--- src/gpio_pin_regs.svh ---
// Overview of operation
// - Configuration bit 0 sets direction: one means input, zero means output.
// - Configuration bit 1 inverts the pin value when one, passes it when zero.
// - Function field value 11 makes the pin an either-edge interrupt input when bit 0 selects input; with bit 0 zero it stays an output.
// - Function field value 01 makes the pin the disable-register write control input.
// - Function 00 is plain GPIO; code 10 selects nothing; bits 6 to 4 reserved.
// - In disable-control function the pin is a non-inverted input regardless of bits.
// - Once the function field holds 01, software writes to the field are ignored.
// - Main-rail, standby-rail power-on and hard resets clear the function field.
// - Disable-control active and pin high: disable register is read-only, writes discarded.
// - Disable-control active and pin low: disable register is readable and writable.
// - Configuration bit 7 selects open-drain when one, push-pull when zero.
`ifndef GPIO_PIN_REGS_SVH
`define GPIO_PIN_REGS_SVH

`define LOCKABLE_PIN_IDX 12'h03E
`define NEXT_PORT_PIN_ZERO_IDX 12'h03F
`define PIN_DATA_IDX 12'h040
`define DEVICE_DISABLE_IDX 12'h041
`define IRQ_STATUS_IDX 12'h042
`define IRQ_MASK_IDX 12'h043

`define LOCKABLE_PIN_RESET 8'h01
`define NEXT_PORT_PIN_ZERO_RESET 8'h01
`define DEVICE_DISABLE_RESET 8'h00
`define IRQ_RESET 8'h00

`define CFG_DIR_BIT 0
`define CFG_POL_BIT 1
`define CFG_ALT_LSB 2
`define CFG_ALT_MSB 3
`define CFG_ODT_BIT 7
`define CFG_WRITABLE_MASK 8'h8F

`define DATA_OUT_BIT 0
`define DATA_IN_BIT 1
`define DATA_LOCK_BIT 2

`define STAT_EDGE_BIT 0
`define STAT_DROP_BIT 1
`define STAT_MASK 8'h03

`define BYTE_ADDR_SHIFT 2

`endif

--- src/gpio_pin_pkg.sv ---
package gpio_pin_pkg;

	typedef enum logic [1:0] {
		ALT_GPIO = 2'h0,
		ALT_DISABLE_CTRL = 2'h1,
		ALT_NONE = 2'h2,
		ALT_EDGE_IRQ = 2'h3
	} alt_e;

	typedef struct packed {
		logic odt;
		logic [2:0] rsvd;
		alt_e alt;
		logic pol;
		logic dir;
	} cfg_s;

	typedef struct packed {
		logic in;
		logic out;
		logic oe;
	} pin_s;

	typedef struct packed {
		logic ready;
		logic slverr;
		logic [31:0] rdata;
	} apb_rsp_s;

endpackage

--- src/gpio_pin_with_disable_lock.sv ---
// Register access over APB is this design's own decision.
`timescale 1ns/1ps
`default_nettype none
`include "gpio_pin_regs.svh"

module gpio_pin_with_disable_lock #(
	parameter int ADDR_W = 12,
	parameter int DISABLE_W = 8
) (
	input wire logic pclk,
	input wire logic presetn,
	input wire logic psel,
	input wire logic penable,
	input wire logic pwrite,
	input wire logic [ADDR_W-1:0] paddr,
	input wire logic [31:0] pwdata,
	input wire logic [3:0] pstrb,
	output logic [31:0] prdata,
	output logic pready,
	output logic pslverr,
	input wire logic main_rail_por,
	input wire logic standby_rail_por,
	input wire logic hard_reset,
	input wire logic pin_in,
	output logic pin_out,
	output logic pin_oe,
	output logic [DISABLE_W-1:0] device_disable,
	output logic disable_write_lock_control,
	output logic irq
);
	import gpio_pin_pkg::*;

	localparam int IDX_W = ADDR_W - `BYTE_ADDR_SHIFT;

	generate
		if (ADDR_W < 9 || ADDR_W > 32) begin : g_bad_addr
			$error("ADDR_W must be between 9 and 32 to reach every register");
		end
		if (DISABLE_W < 1 || DISABLE_W > 8) begin : g_bad_disable
			$error("DISABLE_W must be between 1 and 8");
		end
		if ($bits(cfg_s) != 8) begin : g_bad_cfg
			$error("configuration layout must fill exactly one byte");
		end
		if (`CFG_ALT_MSB - `CFG_ALT_LSB + 1 != $bits(alt_e)) begin : g_bad_alt
			$error("function field position does not match its type");
		end
		if ((`IRQ_MASK_IDX >> IDX_W) != 0) begin : g_bad_map
			$error("register map does not fit the index width");
		end
	endgenerate

	cfg_s lockable_pin_r;
	cfg_s lockable_pin_nxt;
	logic [7:0] next_port_pin_zero_r;
	logic data_out_r;
	logic [DISABLE_W-1:0] device_disable_r;
	logic [7:0] irq_status_r;
	logic [7:0] irq_mask_r;
	apb_rsp_s rsp_r;
	pin_s pin_r;
	logic lock_r;
	logic irq_r;

	logic setup;
	logic wr_commit;
	logic [IDX_W-1:0] idx;
	logic aligned;
	logic sel_cfg;
	logic sel_next;
	logic sel_data;
	logic sel_dis;
	logic sel_stat;
	logic sel_mask;
	logic mapped;
	logic lane0;
	logic [7:0] wbyte;
	logic lock_mode;
	logic irq_mode;
	logic eff_dir_in;
	logic eff_pol;
	logic pin_value;
	logic pin_edge;
	logic edge_event;
	logic dis_write_try;
	logic dis_write_ok;
	logic drop_event;
	logic [7:0] stat_set;
	logic [7:0] stat_clr;
	logic [31:0] rdata_nxt;
	logic func_clear;
	logic wr_cfg;
	logic wr_next;
	logic wr_data;
	logic wr_stat;
	logic wr_mask;
	logic lock_nxt;
	logic [7:0] irq_status_nxt;
	logic edge_armed_r;
	pin_s pin_nxt;
	apb_rsp_s rsp_nxt;

	// APB decode: the printed offsets are word indices, so the low byte bits must be zero.
	assign setup = psel && !penable;
	assign wr_commit = psel && penable && rsp_r.ready && pwrite;
	assign idx = paddr[ADDR_W-1:`BYTE_ADDR_SHIFT];
	assign aligned = (paddr[`BYTE_ADDR_SHIFT-1:0] == 2'h0);
	assign sel_cfg = aligned && (idx == IDX_W'(`LOCKABLE_PIN_IDX));
	assign sel_next = aligned && (idx == IDX_W'(`NEXT_PORT_PIN_ZERO_IDX));
	assign sel_data = aligned && (idx == IDX_W'(`PIN_DATA_IDX));
	assign sel_dis = aligned && (idx == IDX_W'(`DEVICE_DISABLE_IDX));
	assign sel_stat = aligned && (idx == IDX_W'(`IRQ_STATUS_IDX));
	assign sel_mask = aligned && (idx == IDX_W'(`IRQ_MASK_IDX));
	assign mapped = sel_cfg || sel_next || sel_data || sel_dis || sel_stat || sel_mask;
	// Every register lives in the low byte lane, so only strobe bit 0 matters.
	assign lane0 = pstrb[0];
	assign wbyte = pwdata[7:0];

	// One write enable per register keeps the update processes free of bus decoding.
	assign wr_cfg = wr_commit && sel_cfg && lane0;
	assign wr_next = wr_commit && sel_next && lane0;
	assign wr_data = wr_commit && sel_data && lane0;
	assign wr_stat = wr_commit && sel_stat && lane0;
	assign wr_mask = wr_commit && sel_mask && lane0;
	// Any of the three board resets releases the lock; presetn is the full reset.
	assign func_clear = main_rail_por || standby_rail_por || hard_reset;

	assign lock_mode = (lockable_pin_r.alt == ALT_DISABLE_CTRL);
	assign irq_mode = (lockable_pin_r.alt == ALT_EDGE_IRQ);

	// The lock function overrides direction and polarity without touching the stored bits.
	assign eff_dir_in = lock_mode ? 1'b1 : lockable_pin_r.dir;
	assign eff_pol = lock_mode ? 1'b0 : lockable_pin_r.pol;
	assign pin_value = pin_in ^ eff_pol;

	pin_edge_detect #(
		.WIDTH(1)
	) u_edge (
		.pclk(pclk),
		.presetn(presetn),
		.level(pin_in),
		.any_edge(pin_edge)
	);

	// Both edges count; polarity inversion cannot change whether an edge occurred.
	assign edge_event = irq_mode && eff_dir_in && pin_edge && edge_armed_r;

	// The edge history starts at zero, so the first cycle after reset could report a false edge on a high pin.
	always_ff @(posedge pclk or negedge presetn) begin
		if (!presetn) begin
			edge_armed_r <= 1'b0;
		end else begin
			edge_armed_r <= 1'b1;
		end
	end

	// Pin high in lock mode makes the disable register read-only.
	assign dis_write_try = wr_commit && sel_dis && lane0;
	assign dis_write_ok = dis_write_try && !(lock_mode && pin_in);
	assign drop_event = dis_write_try && lock_mode && pin_in;

	always_comb begin
		lockable_pin_nxt = lockable_pin_r;
		if (wr_cfg) begin
			lockable_pin_nxt.dir = wbyte[`CFG_DIR_BIT];
			lockable_pin_nxt.pol = wbyte[`CFG_POL_BIT];
			lockable_pin_nxt.odt = wbyte[`CFG_ODT_BIT];
			if (lockable_pin_r.alt != ALT_DISABLE_CTRL) begin
				lockable_pin_nxt.alt = alt_e'(wbyte[`CFG_ALT_MSB:`CFG_ALT_LSB]);
			end
		end
		lockable_pin_nxt.rsvd = 3'h0;
		if (func_clear) begin
			lockable_pin_nxt.alt = ALT_GPIO;
		end
		// The standby-rail reset reloads the whole register; the others clear only the function field.
		if (standby_rail_por) begin
			lockable_pin_nxt = cfg_s'(`LOCKABLE_PIN_RESET);
		end
	end

	always_ff @(posedge pclk or negedge presetn) begin
		if (!presetn) begin
			lockable_pin_r <= cfg_s'(`LOCKABLE_PIN_RESET);
		end else begin
			lockable_pin_r <= lockable_pin_nxt;
		end
	end

	always_ff @(posedge pclk or negedge presetn) begin
		if (!presetn) begin
			next_port_pin_zero_r <= `NEXT_PORT_PIN_ZERO_RESET;
		end else if (standby_rail_por) begin
			next_port_pin_zero_r <= `NEXT_PORT_PIN_ZERO_RESET;
		end else if (wr_next) begin
			next_port_pin_zero_r <= wbyte;
		end
	end

	always_ff @(posedge pclk or negedge presetn) begin
		if (!presetn) begin
			data_out_r <= 1'b0;
		end else if (wr_data) begin
			data_out_r <= wbyte[`DATA_OUT_BIT];
		end
	end

	always_ff @(posedge pclk or negedge presetn) begin
		if (!presetn) begin
			device_disable_r <= DISABLE_W'(`DEVICE_DISABLE_RESET);
		end else if (dis_write_ok) begin
			device_disable_r <= wbyte[DISABLE_W-1:0];
		end
	end

	// A hardware set in the same cycle as a software clear wins, so no event is lost.
	always_comb begin
		stat_set = 8'h00;
		stat_set[`STAT_EDGE_BIT] = edge_event;
		stat_set[`STAT_DROP_BIT] = drop_event;
		stat_clr = 8'h00;
		if (wr_stat) begin
			stat_clr = wbyte & `STAT_MASK;
		end
		irq_status_nxt = ((irq_status_r & ~stat_clr) | stat_set) & `STAT_MASK;
	end

	always_ff @(posedge pclk or negedge presetn) begin
		if (!presetn) begin
			irq_status_r <= `IRQ_RESET;
		end else begin
			irq_status_r <= irq_status_nxt;
		end
	end

	always_ff @(posedge pclk or negedge presetn) begin
		if (!presetn) begin
			irq_mask_r <= `IRQ_RESET;
		end else if (wr_mask) begin
			irq_mask_r <= wbyte & `STAT_MASK;
		end
	end

	// The interrupt is taken from the next status, so it rises with the status bit and still leaves a flop.
	always_ff @(posedge pclk or negedge presetn) begin
		if (!presetn) begin
			irq_r <= 1'b0;
		end else begin
			irq_r <= |(irq_status_nxt & irq_mask_r);
		end
	end

	// Pin drive: open-drain only ever pulls low, push-pull drives both levels.
	always_comb begin
		pin_nxt.in = 1'b0;
		pin_nxt.out = 1'b0;
		pin_nxt.oe = 1'b0;
		if (eff_dir_in) begin
			pin_nxt.oe = 1'b0;
		end else if (lockable_pin_r.odt) begin
			pin_nxt.oe = !(data_out_r ^ eff_pol);
		end else begin
			pin_nxt.out = data_out_r ^ eff_pol;
			pin_nxt.oe = 1'b1;
		end
	end

	always_ff @(posedge pclk or negedge presetn) begin
		if (!presetn) begin
			pin_r <= '0;
		end else begin
			pin_r <= pin_nxt;
		end
	end

	assign lock_nxt = lock_mode && pin_in;

	always_ff @(posedge pclk or negedge presetn) begin
		if (!presetn) begin
			lock_r <= 1'b0;
		end else begin
			lock_r <= lock_nxt;
		end
	end

	// Reads are decoded by index; an unaligned address reads zero like an unmapped one.
	always_comb begin
		rdata_nxt = 32'h0000_0000;
		if (aligned) begin
			case (idx)
				IDX_W'(`LOCKABLE_PIN_IDX): begin
					rdata_nxt[7:0] = lockable_pin_r & `CFG_WRITABLE_MASK;
				end
				IDX_W'(`NEXT_PORT_PIN_ZERO_IDX): begin
					rdata_nxt[7:0] = next_port_pin_zero_r;
				end
				IDX_W'(`PIN_DATA_IDX): begin
					rdata_nxt[`DATA_OUT_BIT] = data_out_r;
					rdata_nxt[`DATA_IN_BIT] = pin_value;
					rdata_nxt[`DATA_LOCK_BIT] = lock_nxt;
				end
				IDX_W'(`DEVICE_DISABLE_IDX): begin
					rdata_nxt[DISABLE_W-1:0] = device_disable_r;
				end
				IDX_W'(`IRQ_STATUS_IDX): begin
					rdata_nxt[7:0] = irq_status_r;
				end
				IDX_W'(`IRQ_MASK_IDX): begin
					rdata_nxt[7:0] = irq_mask_r;
				end
				default: begin
					rdata_nxt = 32'h0000_0000;
				end
			endcase
		end
	end

	// Zero-wait slave: the answer is prepared in the setup cycle and stands for the access cycle.
	// Read data are forced to zero outside a read answer so stale values never reach the bus.
	always_comb begin
		rsp_nxt.ready = setup;
		rsp_nxt.slverr = setup && !mapped;
		rsp_nxt.rdata = 32'h0000_0000;
		if (setup && !pwrite) begin
			rsp_nxt.rdata = rdata_nxt;
		end
	end

	always_ff @(posedge pclk or negedge presetn) begin
		if (!presetn) begin
			rsp_r <= '0;
		end else begin
			rsp_r <= rsp_nxt;
		end
	end

	assign prdata = rsp_r.rdata;
	assign pready = rsp_r.ready;
	assign pslverr = rsp_r.slverr;
	assign pin_out = pin_r.out;
	assign pin_oe = pin_r.oe;
	assign device_disable = device_disable_r;
	assign disable_write_lock_control = lock_r;
	assign irq = irq_r;
endmodule

`default_nettype wire

--- src/pin_edge_detect.sv ---
`timescale 1ns/1ps
`default_nettype none

// Flags any change of a synchronous level; the previous value is one flop deep.
module pin_edge_detect #(
	parameter int WIDTH = 1
) (
	input wire logic pclk,
	input wire logic presetn,
	input wire logic [WIDTH-1:0] level,
	output logic [WIDTH-1:0] any_edge
);
	logic [WIDTH-1:0] prev_r;

	always_ff @(posedge pclk or negedge presetn) begin
		if (!presetn) begin
			prev_r <= '0;
		end else begin
			prev_r <= level;
		end
	end

	assign any_edge = prev_r ^ level;
endmodule

`default_nettype wire

--- config.mk ---
export PLATFORM = sky130hd
export DESIGN_NAME = gpio_pin_with_disable_lock
export DESIGN_NICKNAME = d
export VERILOG_FILES = /design/src/gpio_pin_pkg.sv /design/src/gpio_pin_with_disable_lock.sv /design/src/pin_edge_detect.sv
export VERILOG_INCLUDE_DIRS = /design/src /design/src/src
export SDC_FILE = /design/constraint.sdc
export NUM_CORES = 1
export LEC_CHECK = 0
export BUFFER_PORTS_ARGS = -buffer_cell sky130_fd_sc_hd__buf_4
export CORE_ASPECT_RATIO = 2
export CORE_MARGIN = 3
export CORE_UTILIZATION = 51
export CTS_CLUSTER_SIZE = 25
export DETAILED_ROUTE_END_ITERATION = 10
export GPL_TIMING_DRIVEN = 0
export PLACE_DENSITY = 0.86
export SKIP_CTS_REPAIR_TIMING = 1
export SLEW_MARGIN = 0
export SYNTH_ARGS = -nofsm -noshare
export SYNTH_HDL_FRONTEND = slang
export SYNTH_SLANG_ARGS = --single-unit
--- constraint.sdc ---
create_clock -name pclk -period 2.65 [get_ports pclk]
set_input_delay 0.3975 -clock pclk [delete_from_list [all_inputs] [get_ports pclk]]
set_output_delay 0.3975 -clock pclk [all_outputs]
set_load 0.02 [all_outputs]
-- Word-level counts from Yosys, hierarchy flattened
Cells that the tools add are included.
- flip-flop bits (word level): 66
- equal/unequal tests: 9
- multiplexer cells: 18
- bitwise gates (word level): 7
- reductions and logical operators: 50
- operator list (cell ; count):
    == test 10 x 7 -> 1 bit, second input constant ; 4
    2-to-1 mux 32 bit ; 1
    2-to-1 mux 8 bit ; 4
    logical AND 1 bit ; 31
    == test 10 x 6 -> 1 bit, second input constant ; 2
    case mux 3 bit (6 select lines) ; 1
    case mux 5 bit (3 select lines) ; 1
    OR reduction 8 bit ; 1
    logical OR 1 bit ; 7
    2-to-1 mux 1 bit ; 7
    2-to-1 mux 2 bit ; 3
    nonzero test 3 bit ; 2
    logical NOT 1 bit ; 5
    AND 2 bit ; 2
    2-to-1 mux 4 bit ; 1
    nonzero test 2 bit ; 2
    XOR 1 bit ; 3
    == test 2 x 1 -> 1 bit, second input constant ; 1
    == test 2 bit, second input constant ; 1
    logical NOT 2 bit ; 1
    inequality test 2 x 1 -> 1 bit, second input constant ; 1
    inverter 2 bit ; 1
    bitwise OR 2 bit ; 1
    AND reduction 2 bit ; 1

-- Logic depth before layout (Yosys ltp)
Gate-level depths: netlist (run 1).
- word-level depth: 11
- depth in mapped cells: 6

-- Cells and area by module
A second synthesis (run 1) with hierarchy kept.
- cell total of the unflattened synthesis: 201
- area total of the unflattened synthesis: 2078.2 um^2
- modules (own cells, without submodules) (module ; instances ; cells each ; area an instance (um^2)):
    gpio_pin_with_disable_lock ; 1 ; 199 ; 2044.5
    pin_edge_detect ; 1 ; 2 ; 33.8

-- Least setup slack after synthesis (run 1)
OpenSTA, ideal clock, no wires.
- path type: input-to-reg
- start point: input port paddr[5]
- end point: register device_disable_r[0] (netlist: device_disable[0])
- data arrival time: 2.033 ns
- data required time: 2.525 ns
- setup slack: 0.492 ns
- stages on the path: 5
- cells stage by stage: buf_6 -> or4b_4 -> nor3_4 -> nor3b_4 -> mux2_2
- cells in the longest elaborated chain, start to end: 5
- ends and longest elaborated chain (what ; line ; source):
    start, declared ; gpio_pin_with_disable_lock.sv:15 ; input wire logic [ADDR_W-1:0] paddr,
    == test 10 x 7 -> 1 bit ; gpio_pin_with_disable_lock.sv:111 ; assign sel_dis = aligned && (idx == IDX_W'(`DEVICE_DISABLE_IDX));
    logical AND 1 bit ; gpio_pin_with_disable_lock.sv:111 ;
    logical AND 1 bit (2 in a row) ; gpio_pin_with_disable_lock.sv:158 ; assign dis_write_try = wr_commit && sel_dis && lane0;
    logical AND 1 bit ; gpio_pin_with_disable_lock.sv:159 ; assign dis_write_ok = dis_write_try && !(lock_mode && pin_in);
    end signal, assigned ; gpio_pin_with_disable_lock.sv:210 ; device_disable_r <= DISABLE_W'(`DEVICE_DISABLE_RESET);
    end signal, assigned ; gpio_pin_with_disable_lock.sv:212 ; device_disable_r <= wbyte[DISABLE_W-1:0];
    end, declared ; gpio_pin_with_disable_lock.sv:57 ; logic [DISABLE_W-1:0] device_disable_r;
Every way passes these cells.
A chain may end at the register's enable or synchronous reset.

-- Worst setup path after layout (run 1)
- start point: input port paddr[4]
- end point: register device_disable_r[1] (netlist: device_disable[1])
Same word-level chain as after synthesis.

==> results_tabular.tex, run 1 <==
\begin{tabular}{lr}
\hline
Metric & Value \\
\hline
\multicolumn{2}{l}{\textbf{Timing}} \\
Period minus WS final & about 2.2 ns \\
Final setup violating endpoints & 0 \\
Largest clock skew in the final design & 0.01064 ns \\
Ratio of final minimum period to clock period & 0.8183 \\
Worst hold slack across all endpoints & $\sim$0.068 ns \\
Worst max-slew margin expressed relative to the limit & 0.4486 \\
Max-slew violation count & 0 \\
Aggregate negative setup slack & 0 ns \\
Worst slew pin tran & 0.8196 ns \\
Worst-case setup margin in the final layout & 0.4814 ns \\
Final hold vios & 0 \\
RSZ-0062 raised after global routing & no \\
Peak clock frequency supported by timing & 461.1 MHz \\
\multicolumn{2}{l}{\textbf{Detailed routing}} \\
Routed via count divided by cell count & between 5 and 6 \\
First drt pass iteration count & 5 \\
Routed wire length & 5894 um \\
Initial DRC Count & 75 \\
Count of vias placed by the detailed router & 2021 \\
Remaining design rule violation count & 0 \\
DRT antenna net count & 0 \\
Routed WL per cell & about 16 um \\
\multicolumn{2}{l}{\textbf{Yosys}} \\
Number of standard cells after synthesis & 228 \\
Average size of a mapped cell & approximately 10 um2 \\
Seq cells post-synth & 42 \\
Number of distinct library cell variants in the gate-level netlist after synthesis & between 40 and 50 \\
Most frequently used flop master after synthesis & dfrtp\_1 \\
Count of flip-flops with a built-in enable after synthesis & 0 \\
Ys Warns & 0 \\
Area of the mapped netlist & $\sim$2300 um2 \\
Async set-reset flop share out of synthesis & 1.000 \\
Share of the yosys chip area belonging to registers & 0.4604 \\
\multicolumn{2}{l}{\textbf{Place}} \\
Total half-perimeter wirelength after legalization and detailed placement & roughly 4600 um \\
Placed insts & 352 \\
\# port buffers & 49 \\
Placement-stage cell area & 2808 um2 \\
Routability-driven placement congestion ratio & slightly below 1 \\
Worst setup slack before clock tree synthesis & 0.1489 ns \\
\multicolumn{2}{l}{\textbf{Pwr}} \\
Pwr per Cell Area & around 480 nW/um2 \\
Sw frac & 0.2271 \\
Largest voltage drop on the vdd net & about 0.73 mV \\
Sequential Power Share & 0.458 \\
Combinational Power Share & 0.113 \\
Leakage & 1.394 nW \\
Clock Power Share & 0.429 \\
Net switching power figure & between 0.3 and 0.4 mW \\
Post-layout power & 1.407 mW \\
Cell internal pwr & 1.088 mW \\
\multicolumn{2}{l}{\textbf{Critical path}} \\
Capturing element type of the critical path & flip-flop \\
Type of the setup path with the least slack & in2reg \\
Required time of the worst setup path & around 2.8 ns \\
Arrival time at the worst endpoint & around 2.4 ns \\
CP max FO & 8 \\
Kind of launch point of the worst setup path & input pin \\
\multicolumn{2}{l}{\textbf{Global routing}} \\
Global-route wire length before repair & 9135 um \\
Maximum number of pins on one net before global-route repair & between 40 and 50 \\
Via count of the first global-routing pass & just over 2000 \\
Initial antenna violation count & 0 \\
GRT Util Overall & 0.2363 \\
Total global routing overflow & 0 \\
\multicolumn{2}{l}{\textbf{Floorplan}} \\
Vertical extent of the die & 100.7 um \\
Die area & 5375 um2 \\
Starting density of the core & 0.5434 \\
Core area & 4212 um2 \\
Number of top-level pins & 103 \\
Row cnt & 33 \\
Die Width & $\sim$53 um \\
\multicolumn{2}{l}{\textbf{Finish}} \\
Commonest non-fill, non-tap cell in the layout & buf\_4 \\
Utilization after layout & 0.6993 \\
Share of layout cells above drive strength 1 & 0.3474 \\
Number of inserted diodes & 0 \\
Post-route cell area & 2945 um2 \\
Commonest non-fill, non-tap cells in the layout & buf\_4, dfrtp\_1, conb\_1 \\
Area growth from synthesis to final layout & 28.70\% \\
Non-filler instance count after layout & 360 \\
Number of fill cells & 363 \\
Total Nets Final & 364 \\
\multicolumn{2}{l}{\textbf{CTS}} \\
CTS Root Buffer Type & clkbuf\_8 \\
Clock latency of the later-clocked register in the worst-skew pair & roughly 0.30 ns \\
Number of sinks handled by clock tree synthesis & 42 \\
Clock tree from TritonCTS & built \\
CTS Buffer Depth & 2 \\
H-tree levels & 2 \\
Clock Pin Slew Worst Setup and Hold Paths & 0.08 ns \\
CTS buffer count & 5 \\
\multicolumn{2}{l}{\textbf{Hold path}} \\
Tightest Hold Check Type & in2async \\
\multicolumn{2}{l}{\textbf{Run status}} \\
Status & complete, no violations \\
\multicolumn{2}{l}{\textbf{Flow run}} \\
Reported max-cap violation count & 0 \\
\hline
\end{tabular}
## per-layer routing
metal  track usage  share of wire
met1        0.2380           0.32
met2        0.4182           0.58
met3       0.03704          0.063
met4        0.1614          0.038
met5             0              0
## synth_stat cells, types with 2 or more instances
cell type | number | area (um2)
or3_1 | 3 | 18.77
and4_1 | 4 | 35.03
buf_4 | 24 | 180.2
dfstp_2 | 2 | 52.55
nand2b_1 | 6 | 37.54
dfrtp_1 | 40 | 1001
a21oi_1 | 10 | 50.05
xnor2_1 | 2 | 17.52
nand2_1 | 5 | 18.77
o21ai_0 | 13 | 65.06
a22oi_1 | 7 | 52.55
nor3_1 | 8 | 40.04
mux2_2 | 15 | 168.9
a31oi_1 | 2 | 12.51
inv_1 | 8 | 30.03
clkbuf_1 | 8 | 30.03
nor4_1 | 3 | 18.77
nand4_1 | 6 | 37.54
and3_1 | 3 | 18.77
o31ai_1 | 3 | 22.52
nand3_1 | 18 | 90.09
conb_1 | 2 | 7.510
nor2_1 | 12 | 45.04
a211oi_1 | 2 | 15.01
nor2b_1 | 2 | 12.51
## final cells by class
cell class	count	area (um2)	share of cell area
clock inverter	3	68.82	0.02336
clock buffer	5	68.82	0.02336
timing repair buffer	49	367.9	0.1249
multi-input combinational	167	1065	0.3615
buffer	34	226.5	0.07689
tap	52	65.06	0.02209
inverter	8	30.03	0.01020
sequential	42	1054	0.3577
## logic make-up (layout without fill, tap and decap cells)
logic type      after synthesis  after routing  synth area share
compound gates               43             43            0.1176
xor+xnor                      2              2          0.007656
buf+inv                      42             99            0.1121
flops                        42             42            0.4604
mux                          17             17           0.08802
other cells                   2             25          0.003282
simple gates                 80             80            0.2111
## final timing paths
kind | depth (start not counted) | from | endpoint | slack (ns)
worst max-delay path | 5 | paddr[4] | device_disable[1] | 0.48
worst min-delay path | 1 | presetn | pin_out | 0.07
worst max register to register | 4 | lockable_pin_r[2] | device_disable[1] | 0.85
worst min register to register | 2 | next_port_pin_zero_r[0] | next_port_pin_zero_r[0] | 0.52
max in group asynchronous | 1 | presetn | next_port_pin_zero_r[7] | 2.20
min in group pclk | 1 | pin_in | u_edge.prev_r | 0.25
## power by group through the flow
stage	Sequential (mW)	Combinational, mW	Clock (mW)
finish	0.645	0.159	0.604
global route	0.645	0.173	0.636
CTS	0.645	0.157	0.609
detailed placement	0.658	0.157	0
global placement	0.658	0.155	0
floorplan	0.660	0.0887	0
## worst max-delay path: stages
cell	delay (ns)
buf_4	0.12
or4_1	0.56
nor3_4	0.37
nor3b_4	0.51
mux2_2	0.39
## sequential cells by signal, summed over array words and instances (netlist names)
signal and count:
data_out_r 1, device_disable 8, irq_status_r 2, lockable_pin_r 5
next_port_pin_zero_r 8, pready 1, disable_write_lock_control 1, u_edge.prev_r 1
edge_armed_r 1, irq 1, pin_oe 1, irq_mask_r 2
pslverr 1, prdata 8, pin_out 1
No activity file was read; power rests on OpenSTA's default activity.
==> inputs of run 2 (changes only) <==
--- a/config.mk
+++ b/config.mk
@@ -9,11 +9,11 @@
 export BUFFER_PORTS_ARGS = -buffer_cell sky130_fd_sc_hd__buf_4
 export CORE_ASPECT_RATIO = 2
 export CORE_MARGIN = 3
-export CORE_UTILIZATION = 51
+export CORE_UTILIZATION = 47
 export CTS_CLUSTER_SIZE = 25
 export DETAILED_ROUTE_END_ITERATION = 10
 export GPL_TIMING_DRIVEN = 0
-export PLACE_DENSITY = 0.86
+export PLACE_DENSITY = 0.8
 export SKIP_CTS_REPAIR_TIMING = 1
 export SLEW_MARGIN = 0
 export SYNTH_ARGS = -nofsm -noshare
==> constraint.sdc (replaced) <==
create_clock -name pclk -period 2.2 [get_ports pclk]
set_input_delay 0.33 -clock pclk [delete_from_list [all_inputs] [get_ports pclk]]
set_output_delay 0.33 -clock pclk [all_outputs]
set_load 0.02 [all_outputs]
==> results_tabular.tex, run 2 (synthesized netlist as in run 1, its figures left out) <==
\begin{tabular}{lr}
\hline
Metric & Value \\
\hline
\multicolumn{2}{l}{\textbf{Global routing}} \\
Fraction of met1 tracks used by global routing & 0.2019 \\
Global routing met3 resource utilization & 0.04203 \\
Initial antenna violation count & 0 \\
Most used routing layer & met2 \\
Total global routing overflow & 0 \\
Via count of the first global-routing pass & 1993 \\
Global Route met2 Usage & 0.3856 \\
GRT Util Overall & 0.2075 \\
Global-route wire length before repair & 9418 um \\
Maximum number of pins on one net before global-route repair & 43 \\
\multicolumn{2}{l}{\textbf{Detailed routing}} \\
Routed wire length & between 5000 and 6000 um \\
First drt pass iteration count & 4 \\
Initial DRC Count & 79 \\
Routed via count divided by cell count & 5.518 \\
DRT antenna net count & 0 \\
Routed WL per cell & 16.29 um \\
Remaining design rule violation count & 0 \\
Count of vias placed by the detailed router & around 2000 \\
\multicolumn{2}{l}{\textbf{CTS}} \\
Number of sinks handled by clock tree synthesis & 42 \\
Clock Pin Slew Worst Setup and Hold Paths & 0.08 ns \\
CTS buffer count & 5 \\
Clock latency of the later-clocked register in the worst-skew pair & 0.30 ns \\
Clock tree from TritonCTS & built \\
CTS Buffer Depth & 2 \\
H-tree levels & 2 \\
CTS Root Buffer Type & clkbuf\_8 \\
\multicolumn{2}{l}{\textbf{Timing}} \\
Final hold vios & 0 \\
Aggregate negative setup slack & 0 ns \\
Period minus WS final & 2.077 ns \\
Max-slew violation count & 0 \\
Worst slew pin tran & approximately 0.61 ns \\
Largest clock skew in the final design & 0.005532 ns \\
Worst-case setup margin in the final layout & 0.1229 ns \\
Peak clock frequency supported by timing & 481.4 MHz \\
Worst max-slew margin expressed relative to the limit & 0.5877 \\
Final setup violating endpoints & 0 \\
Ratio of final minimum period to clock period & 0.9442 \\
RSZ-0062 raised after global routing & no \\
\multicolumn{2}{l}{\textbf{Finish}} \\
Commonest non-fill, non-tap cells in the layout & buf\_4, dfrtp\_1, conb\_1 \\
Share of layout cells above drive strength 1 & 0.3506 \\
Number of fill cells & 417 \\
Utilization after layout & 0.6377 \\
Area growth from synthesis to final layout & 29.36\% \\
Total Nets Final & between 300 and 400 \\
Commonest non-fill, non-tap cell in the layout & buf\_4 \\
Number of inserted diodes & 0 \\
\multicolumn{2}{l}{\textbf{Place}} \\
Routability-driven placement congestion ratio & 0.9691 \\
Total half-perimeter wirelength after legalization and detailed placement & around 4600 um \\
\# port buffers & 49 \\
Worst setup slack before clock tree synthesis & -0.2216 ns \\
\multicolumn{2}{l}{\textbf{Run status}} \\
Status & complete, no violations \\
\multicolumn{2}{l}{\textbf{Flow run}} \\
Reported max-cap violation count & 0 \\
\multicolumn{2}{l}{\textbf{Critical path}} \\
Number of buffer and inverter stages on the critical path & 1 \\
Capturing element type of the critical path & flip-flop \\
Kind of launch point of the worst setup path & input pin \\
Crit path max-delay family & simple AND/OR/NAND/NOR gates \\
Largest stage delay on the critical path & between 0.5 and 0.6 ns \\
Required time of the worst setup path & 2.38 ns \\
Worst-path cell chain & buf\_4 -> or4\_1 -> nor3\_4 -> nor3b\_4 -> mux2\_2 \\
Type of the setup path with the least slack & in2reg \\
Arrival time at the worst endpoint & $\sim$2.3 ns \\
Cell at the slowest stage of the critical path & or4\_1 \\
CP max FO & 8 \\
\multicolumn{2}{l}{\textbf{Pwr}} \\
Pwr per Cell Area & roughly 580 nW/um2 \\
Leakage & roughly 1.4 nW \\
Largest voltage drop on the vdd net & $\sim$0.57 mV \\
\multicolumn{2}{l}{\textbf{Floorplan}} \\
Core area & around 4600 um2 \\
Die area & 5793 um2 \\
Vertical extent of the die & 104.7 um \\
Number of top-level pins & 103 \\
Starting density of the core & 0.4930 \\
Row cnt & 35 \\
Die Width & between 50 and 60 um \\
\multicolumn{2}{l}{\textbf{Hold path}} \\
Tightest Hold Check Type & in2async \\
\hline
\end{tabular}
run 2: path summary, 6_finish.rpt:
kind | start | end | slack [ns] | depth (start not counted)
max | paddr[4] | device_disable[2] | 0.12 | 5
min in group pclk | pin_in | u_edge.prev_r | 0.17 | 1
max reg2reg | lockable_pin_r[2] | device_disable[2] | 0.36 | 4
min reg2reg | lockable_pin_r[7] | pin_out | 0.51 | 1
max in group asynchronous | presetn | next_port_pin_zero_r[0] | 1.81 | 1
min | presetn | irq | 0.004 | 1
run 2: per-stage QoR:
stage / instance area, um2 / hold slack, ns / power (mW) / std cells
after floorplan: 2375 / 0.03441 / 0.9015 / 251
after global placement: 2811 / 0.3437 / 0.9812 / 355
after detailed placement: 2811 / 0.3466 / 0.9820 / 355
after CTS: 2954 / 0.02764 / 1.734 / 363
after global routing: 2960 / 0.04326 / 1.779 / 363
final: 2960 / 0.004000 / 1.724 / 363
run 2: area by class of cell:
cell class                      instances  area [um2]  share of cell area
Clock inverter                          2       60.06             0.02029
Clock buffer                            6       82.58             0.02790
Sequential cell                        42        1054              0.3559
Inverter                                8       30.03             0.01014
Multi-Input combinational cell        167        1071              0.3618
Timing Repair Buffer                   49       367.9              0.1243
Tap cell                               55       68.82             0.02325
Buffer                                 34       226.5             0.07650
run 2: metal layers:
metal / up-vias / wire length (um)
li1: 944 / -
met1: 943 / 1964
met2: 93 / 3347
met3: 23 / 350
met4: 0 / 250
met5: - / 0
run 2: power breakdown:
group	switching [mW]	total (mW)	internal, mW
Combinational	0.111	0.192	0.0803
Clock	0.271	0.755	0.484
Sequential	0.00188	0.777	0.775
